==> src/hdl/swd_pkg.sv <==
// package of constants for the software watchdog timer
package swd_pkg;
  // register byte offsets on the apb bus
  localparam logic [7:0]  SWD_OFS_OPTIONS_ONE = 8'h00;
  localparam logic [7:0]  SWD_OFS_OPTIONS_TWO = 8'h04;
  localparam logic [7:0]  SWD_OFS_RESET_STAT  = 8'h08;
  localparam logic [7:0]  SWD_OFS_COUNT       = 8'h0C;
  // field positions
  localparam int          SWD_BIT_ENABLE      = 7;   // in system_options_one
  localparam int          SWD_BIT_TIMEOUT     = 6;   // in system_options_one
  localparam int          SWD_BIT_CLKSEL      = 7;   // in system_options_two
  localparam int          SWD_BIT_FIRED       = 5;   // in reset_source_status
  // reset values: enabled, long time-out, slow clock
  localparam logic        SWD_RST_ENABLE      = 1'b1;
  localparam logic        SWD_RST_TIMEOUT     = 1'b1;
  localparam logic        SWD_RST_CLKSEL      = 1'b0;
  // counter width and overflow counts in cycles of the selected clock
  localparam int          SWD_CNT_W           = 19;
  localparam logic [18:0] SWD_SLOW_SHORT      = 19'h00400;  // 2^10
  localparam logic [18:0] SWD_SLOW_LONG       = 19'h02000;  // 2^13
  localparam logic [18:0] SWD_BUS_SHORT       = 19'h02000;  // 2^13
  localparam logic [18:0] SWD_BUS_LONG        = 19'h40000;  // 2^18
endpackage : swd_pkg

==> src/hdl/swd_software_watchdog_timer.sv <==
// software watchdog timer with apb register access
`timescale 1ns/100ps
`default_nettype none
module swd_software_watchdog_timer
  import swd_pkg::*;
#(
  parameter logic [18:0] BUS_SHORT_COUNT = SWD_BUS_SHORT,
  parameter logic [18:0] BUS_LONG_COUNT  = SWD_BUS_LONG,
  parameter logic [18:0] SLOW_LONG_COUNT = SWD_SLOW_LONG
) (
  input  wire logic        pclk,
  input  wire logic        presetn,
  input  wire logic        psel,
  input  wire logic        penable,
  input  wire logic        pwrite,
  input  wire logic [7:0]  paddr,
  input  wire logic [31:0] pwdata,
  output logic      [31:0] prdata,
  output logic             pready,
  output logic             pslverr,
  input  wire logic        slow_clk_pin,
  input  wire logic        debug_mode,
  input  wire logic        stop_mode,
  output logic             system_reset
);

  logic [SWD_CNT_W-1:0] count_reg;
  logic [SWD_CNT_W-1:0] limit;
  logic                 enable_reg;
  logic                 timeout_reg;
  logic                 clksel_reg;
  logic                 lock_one_reg;
  logic                 lock_two_reg;
  logic                 fired_reg;
  logic                 slow_meta_reg;
  logic                 slow_sync_reg;
  logic                 slow_prev_reg;
  logic                 stop_prev_reg;
  logic                 access;
  logic                 wr_one;
  logic                 wr_two;
  logic                 wr_stat;
  logic                 tick;
  logic                 service;
  logic                 overflow;

  // address decode for the error answer; the read mux decodes with its own case
  function automatic logic mapped(input logic [7:0] a);
    mapped = (a == SWD_OFS_OPTIONS_ONE) || (a == SWD_OFS_OPTIONS_TWO) ||
             (a == SWD_OFS_RESET_STAT) || (a == SWD_OFS_COUNT);
  endfunction

  // a write takes effect only in the access cycle where pready is high
  assign access  = psel && penable && pready;
  assign wr_one  = access && pwrite && (paddr == SWD_OFS_OPTIONS_ONE);
  assign wr_two  = access && pwrite && (paddr == SWD_OFS_OPTIONS_TWO);
  assign wr_stat = access && pwrite && (paddr == SWD_OFS_RESET_STAT);

  // one wait-free access: answer prepared in the setup cycle
  always_ff @(posedge pclk or negedge presetn) begin
    if (!presetn) begin
      pready  <= 1'b0;
      pslverr <= 1'b0;
      prdata  <= 32'h00000000;
    end else begin
      pready  <= psel && !penable;
      pslverr <= psel && !penable && !mapped(paddr);
      prdata  <= 32'h00000000;
      if (psel && !penable && !pwrite) begin
        case (paddr)
          SWD_OFS_OPTIONS_ONE: begin
            prdata[SWD_BIT_ENABLE]  <= enable_reg;
            prdata[SWD_BIT_TIMEOUT] <= timeout_reg;
          end
          SWD_OFS_OPTIONS_TWO: prdata[SWD_BIT_CLKSEL] <= clksel_reg;
          SWD_OFS_RESET_STAT:  prdata[SWD_BIT_FIRED]  <= fired_reg;
          SWD_OFS_COUNT:       prdata[SWD_CNT_W-1:0]  <= count_reg;
          default:             prdata <= 32'h00000000;
        endcase
      end
    end
  end

  // write-once option register one; the lock stops runaway code from
  // disabling the watchdog later
  always_ff @(posedge pclk or negedge presetn) begin
    if (!presetn) begin
      enable_reg   <= SWD_RST_ENABLE;
      timeout_reg  <= SWD_RST_TIMEOUT;
      lock_one_reg <= 1'b0;
    end else if (wr_one && !lock_one_reg) begin
      enable_reg   <= pwdata[SWD_BIT_ENABLE];
      timeout_reg  <= pwdata[SWD_BIT_TIMEOUT];
      lock_one_reg <= 1'b1;
    end
  end

  // write-once option register two
  always_ff @(posedge pclk or negedge presetn) begin
    if (!presetn) begin
      clksel_reg   <= SWD_RST_CLKSEL;
      lock_two_reg <= 1'b0;
    end else if (wr_two && !lock_two_reg) begin
      clksel_reg   <= pwdata[SWD_BIT_CLKSEL];
      lock_two_reg <= 1'b1;
    end
  end

  // slow source arrives from outside: two flops, then edge detect
  always_ff @(posedge pclk or negedge presetn) begin
    if (!presetn) begin
      slow_meta_reg <= 1'b0;
      slow_sync_reg <= 1'b0;
      slow_prev_reg <= 1'b0;
      stop_prev_reg <= 1'b0;
    end else begin
      slow_meta_reg <= slow_clk_pin;
      slow_sync_reg <= slow_meta_reg;
      slow_prev_reg <= slow_sync_reg;
      stop_prev_reg <= stop_mode;
    end
  end

  // counter clock choice and overflow count follow live selection
  assign tick = clksel_reg ? 1'b1 : (slow_sync_reg && !slow_prev_reg);
  always_comb begin
    case ({clksel_reg, timeout_reg})
      2'b00:   limit = SWD_SLOW_SHORT;
      2'b01:   limit = SLOW_LONG_COUNT;
      2'b10:   limit = BUS_SHORT_COUNT;
      default: limit = BUS_LONG_COUNT;
    endcase
  end

  // service sources: status write and first option writes
  assign service  = wr_stat || (wr_one && !lock_one_reg) ||
                    (wr_two && !lock_two_reg);
  // greater-or-equal catches a count left above a newly shortened limit
  assign overflow = enable_reg && tick && !debug_mode && !stop_mode &&
                    (count_reg >= limit - 19'h00001);

  // watchdog counter; service wins over a simultaneous increment
  always_ff @(posedge pclk or negedge presetn) begin
    if (!presetn) begin
      count_reg <= '0;
    end else if (service || !enable_reg) begin
      count_reg <= '0;
    end else if (!clksel_reg && stop_mode && !stop_prev_reg) begin
      count_reg <= '0;
    end else if (debug_mode || stop_mode) begin
      count_reg <= count_reg;
    end else if (overflow) begin
      count_reg <= '0;
    end else if (tick) begin
      count_reg <= count_reg + 19'h00001;
    end
  end

  // reset request pulse; only hardware sets the status flag, a write
  // to the status address never alters it
  always_ff @(posedge pclk or negedge presetn) begin
    if (!presetn) begin
      system_reset <= 1'b0;
      fired_reg    <= 1'b0;
    end else begin
      system_reset <= overflow && !service;
      if (overflow && !service) begin
        fired_reg <= 1'b1;
      end
    end
  end

endmodule // swd_software_watchdog_timer
`default_nettype wire

==> config.mk <==
export PLATFORM = sky130hd
export DESIGN_NAME = swd_software_watchdog_timer
export DESIGN_NICKNAME = d
export VERILOG_FILES = /design/src/hdl/swd_pkg.sv /design/src/hdl/swd_software_watchdog_timer.sv
export SDC_FILE = /design/constraint.sdc
export NUM_CORES = 1
export LEC_CHECK = 0
export ABC_AREA = 1
export BUFFER_PORTS_ARGS = -buffer_cell sky130_fd_sc_hd__buf_2
export CAP_MARGIN = 20
export CORE_ASPECT_RATIO = 2
export CORE_UTILIZATION = 37
export DETAILED_ROUTE_END_ITERATION = 16
export RECOVER_POWER = 50
export SETUP_SLACK_MARGIN = 0.2
export SLEW_MARGIN = 0
export SYNTH_ARGS = -nofsm -noshare
export SYNTH_HDL_FRONTEND = slang
export SYNTH_SLANG_ARGS = --single-unit
export TNS_END_PERCENT = 5
==> constraint.sdc <==
create_clock -name pclk -period 3.17 [get_ports pclk]
set_input_delay 0.4755 -clock pclk [delete_from_list [all_inputs] [get_ports pclk]]
set_output_delay 0.4755 -clock pclk [all_outputs]
set_load 0.005 [all_outputs]
Yosys cells after proc, flatten, opt, wreduce, memory -nomap -nowiden
Index checks and enable logic that the tools add are counted.

$add $sub $neg: 2. Mux-type cells: 13. Div/mod/pow operators: 0. Reduce and logical (&&, ||, !) cells: 43. Equal/unequal tests: 6. Bitwise operators: 0. Shift-type cells: 0. Multiply operators: 0. $lt $le $gt $ge: 1.

Operator list (count): $mux 19 (6); $pmux 19 s2 (1); $add 19x1->19 const B (1); $ge 19x19->1 (1); $logic_and 1x1->1 (19); $sub 19x1->19 const B (1); $eq 8x4->1 const B (2); $logic_not 1->1 (12); $mux 11 (1); $eq 8x3->1 const B (1); $logic_not 8->1 (1); $logic_or 1x1->1 (7); $mux 5 (1); $pmux 1 s2 (2); $reduce_bool 4->1 (1); $ne 3x3->1 const B (1); $pmux 1 s3 (1); $eq 2x1->1 const B (1); $eq 2x2->1 const B (1); $logic_not 2->1 (1); $reduce_and 2->1 (1); $reduce_or 2->1 (1); $mux 1 (1).

Bits of input ports: 48. ROM bits: 0. Flip-flop bits (word level): 51. Output and inout port bits: 35. Logic and storage cells: 80. Bits in latches: 0. Memories kept: 0. Bits in writable memories: 0.

Depth between registers and ports, before layout
Depth in word-level cells: 11. Mapped depth: 15. Gate-level depth less buffers: 15.

Worst setup path after synthesis
No wires, ideal clock.

Path kind: flip-flop to flip-flop. From: reg timeout_reg. To: reg count_reg[11]. Buffers on the path: 0. Arrival: 1.828 ns. Slack: 1.273 ns. Data required time: 3.101 ns. Stages on the path, launching flop included: 14. Library setup time: 0.069 ns. Period minus slack after synthesis: 1.897 ns. Path through: dfstp_2 nand2_1 ha_1 nand2_1 inv_1 nand3_1 nand2_1 nand2_1 nand3_1 nor2_1 nor2_2 nor2_4 clkinv_2 nor2_2.

Longest elaborated chain between the ends: 10. Elaborated cells between the ends (all ways): 14. Classes of those cells: 1 x add/sub; 1 x order compare; 2 x eq/ne; 5 x mux; 5 x reduce/logical.

RTL lines: start, declared (RTL line swd_software_watchdog_timer.sv:30) `logic timeout_reg;`; start signal, assigned (RTL line swd_software_watchdog_timer.sv:93) `timeout_reg <= pwdata[SWD_BIT_TIMEOUT];`; $eq 2x2->1 or $eq 2x1->1 (tied branches) (RTL line swd_software_watchdog_timer.sv:127) `case ({clksel_reg, timeout_reg})`; $reduce_or 2->1 (no source line); $pmux 19 s2 * (RTL line swd_software_watchdog_timer.sv:127); $sub 19x1->19 * (RTL line swd_software_watchdog_timer.sv:140) `(count_reg >= limit - 19'h00001);`; $ge 19x19->1 * (RTL line swd_software_watchdog_timer.sv:140); $logic_and 1x1->1 * (RTL line swd_software_watchdog_timer.sv:139) `assign overflow = enable_reg && tick && !debug_mode && !stop_mode &&`; $mux 19 (RTL line swd_software_watchdog_timer.sv:152) `end else if (overflow) begin`; $mux 19 (RTL line swd_software_watchdog_timer.sv:150) `end else if (debug_mode || stop_mode) begin`; $mux 19 (RTL line swd_software_watchdog_timer.sv:148) `end else if (!clksel_reg && stop_mode && !stop_prev_reg) begin`; $mux 19 (RTL line swd_software_watchdog_timer.sv:146) `end else if (service || !enable_reg) begin`; end signal, assigned (RTL line swd_software_watchdog_timer.sv:151) `count_reg <= count_reg;`; end signal, assigned (RTL line swd_software_watchdog_timer.sv:155) `count_reg <= count_reg + 19'h00001;`; end, declared (RTL line swd_software_watchdog_timer.sv:27) `logic [SWD_CNT_W-1:0] count_reg;`.

Mark *: on every way between the ends. The rest lies on a longest branch, timed or not. The select of a mux whose other input is x is not followed. A chain may end at the register's enable or synchronous reset.

Worst setup path after layout
From: reg timeout_reg. To: reg count_reg[8].

Same word-level chain as after synthesis.

==> flow_summary.yaml <==
outcome:
  outcome: "finished, final reports clean"
timing:
  setup_viol: 0
  layout_min_cycle_time_ns: 2.27
  rsz0062_at_grt: "false"
  fin_skew_ns: 0.00550
  tns_ns: 0
  max_freq_mhz: 441
  whs_ns: 0.284
  post-route-period-util_pct: 71.5
  tightest_slew_ns: 1.39
  hold_viol_final: 0
  slew_headroom_pct: 7.40
  slew_viol_final: 0
clock_network:
  worstSkewPairLatency_ns: 0.29
  clk_pin_slew_ns: 0.06
  clk_path_buf_depth: 2
  postCtsHoldBufs: 0
  cts_sinks: 51
  cts_root_buffer: "clkbuf_16"
  numCtsBuffers: 5
  post-cts-setup-buffer-count: 0
  post_cts_resized: 0
  cts_tree: "built"
  h-tree-depth: 2
routing:
  drtAntennaViolNets: 0
  vias: 2299
  routed_wl_mm: 6.13
  drt_iter0_markers: 61
  viasPerCell: 4.70
  drc: 0
  wire_per_inst_um: 12.5
  first_pass_iters: 4
critical_path:
  crit_required_ns: 3.39
  reg2regPathDepth: 13
  cp-startpoint: "timeout_reg$_DFFE_PN1P_"
  cp-start-kind: "flop"
  critPathMaxFanout: 6
  arrival_ns: 2.49
  criticalPathCategory: "flop to flop"
  r2r_slack_ns: 0.90
  crit-reg2reg-launch: "timeout_reg$_DFFE_PN1P_"
  crit_path_end_kind: "flop"
  r2r_end: "count_reg[8]$_DFFE_PN0P_"
floorplan:
  start_util_pct: 38.5
  die-height_um: 125
  die_w_um: 63.5
  rows: 44
  dieArea_um2: 7930
  core-area_um2: 7270
  ios: 83
layout:
  layout-drive-gt1-share_pct: 18.1
  areaGrowthSynthToFinish_pct: 13.0
  antenna_cells: 0
  final_nets: 451
  finalCoreUtilization_pct: 43.5
yosys:
  syn_inst: 355
  ys_seq_area_share_pct: 45.7
  yosysWarningCount: 0
  ys.flop_type: "dfrtp_1"
  ys_ff_latch: 51
  synth_edf_count: 0
  syn-cell-area_um2: 2800
  synth_area_per_cell_um2: 7.88
  ys_types: 32
  async_flop_share_pct: 100
hold_path:
  worstHoldStart: "slow_clk_pin"
  whs_endpoint: "slow_meta_reg$_DFF_PN0_"
  hold_depth: 1
  hold_path.class: "input port to flop"
place:
  hpwlAfterDp_mm: 4.77
  numPortBuffers: 39
  gp_congestion: 0.859
pwr:
  ir_drop_mv: 0.285
  power_density_nw_per_um2: 401
  leakagePower_uw: 0.00157
global_route:
  track_usage_pct: 17.2
  antenna_found_initial: 0
  grt_start_max_net_pins: 27
  grt.overflow.total: 0
  grt_first_pass_wirelength_mm: 10.5
  grt_pass1_vias: 2276
job:
  maxCapViolCount: 0
cell type report:
class / instances / area [um2]
clock buffer: 8 / 156
fill: 799 / 4110
inverter: 49 / 185
multi-input combinational: 249 / 1230
sequential: 51 / 1280
tap: 92 / 115
timing repair buffer: 40 / 199
critical path, stage by stage, from the launching register on:
cell and delay [ns]:
dfstp_2 0.59, nand2_1 0.16, ha_1 0.34, nand2_1 0.09
inv_1 0.04, nand3_1 0.08, nand2_1 0.07, nand2_1 0.08
nand3_1 0.06, nor2_1 0.13, nor2_2 0.07, nor2_4 0.21
clkinv_2 0.15, nor2_2 0.12
power breakdown:
group | internal, uW | switching (uW)
combinational | 13.5 | 33.8
clock | 336 | 227
sequential | 655 | 1.43
cells in the mapped netlist, types with 2 or more instances:
library cell  instances  area, um2
dfstp_2               2       52.6
nor2_2                9       56.3
nand2_1              85        319
nor2_1               37        139
nor3_1               22        110
inv_1                44        165
buf_4                14        105
buf_2                 2       10.0
conb_1                2       7.51
ha_1                  7       87.6
o21ai_1              12       60.1
xor2_1                3       26.3
a21oi_1              11       55.1
o21ai_0               5       25.0
nand3_1              23        115
inv_2                 3       11.3
dfrtp_1              49       1230
nand2_2               7       43.8
nor2_4                5       56.3
through the flow:
step           power [uW]  cell area [um2]  cells  setup slack (ns)
2_1_floorplan         699             2840    367              1.27
4_1_cts              1280             3190    489             0.866
3_3_place_gp          718             3030    481             0.959
5_1_grt              1320             3160    489             0.666
3_5_place_dp          719             3030    481             0.876
6_report             1270             3160    489             0.902
worst max-delay path by stage:
stage	to	slack [ns]	depth (start not counted)
floorplan	count_reg[11]$_DFFE_PN0P_	1.27	13
global placement	count_reg[11]$_DFFE_PN0P_	0.96	13
detailed placement	count_reg[11]$_DFFE_PN0P_	0.88	13
CTS	count_reg[8]$_DFFE_PN0P_	0.87	13
global route	count_reg[11]$_DFFE_PN0P_	0.67	13
finish	count_reg[8]$_DFFE_PN0P_	0.90	13
cells in the final DEF, fill, tap and decap left out:
cell        n
a21oi_1    11
buf_2      36
buf_4       1
clkbuf_1    4
clkbuf_16   5
clkbuf_8    2
clkinv_1    1
clkinv_2    1
conb_1     14
dfrtp_1    49
dfstp_2     2
ha_1        7
inv_1      44
inv_2       3
mux2_2      1
nand2_1    88
nand2_2     5
nand3_1    23
nand3_2     1
nand3b_1    1
nand4_1     1
nand4_4     1
nor2_1     39
nor2_2      8
nor2_4      4
nor3_1     22
nor3_2      1
nor3_4      1
o21ai_0     5
o21ai_1    12
xnor2_1     1
xor2_1      3
per-layer routing:
metal / GRT usage [%] / part of all wire (%)
met1: 17.4 / 36
met3: 3.01 / 3.7
met4: 12.4 / 6.5
met2: 30.5 / 54
met5: 0 / 0
cell families (layout without fill, tap and decap cells):
| kind of cell | after synthesis | in the layout | synth area share, % |
|---|---|---|---|
| AO/OA/AOI/OAI | 28 | 28 | 5.01 |
| XOR/XNOR | 4 | 4 | 1.25 |
| adder cells (fa/ha/maj) | 7 | 7 | 3.13 |
| buffers and inverters | 67 | 97 | 11.3 |
| flip-flops | 51 | 51 | 45.7 |
| multiplexers | 1 | 1 | 0.402 |
| other | 2 | 14 | 0.268 |
| AND/OR/NAND/NOR | 195 | 195 | 33.0 |
Power figures use the tool's default switching activity.
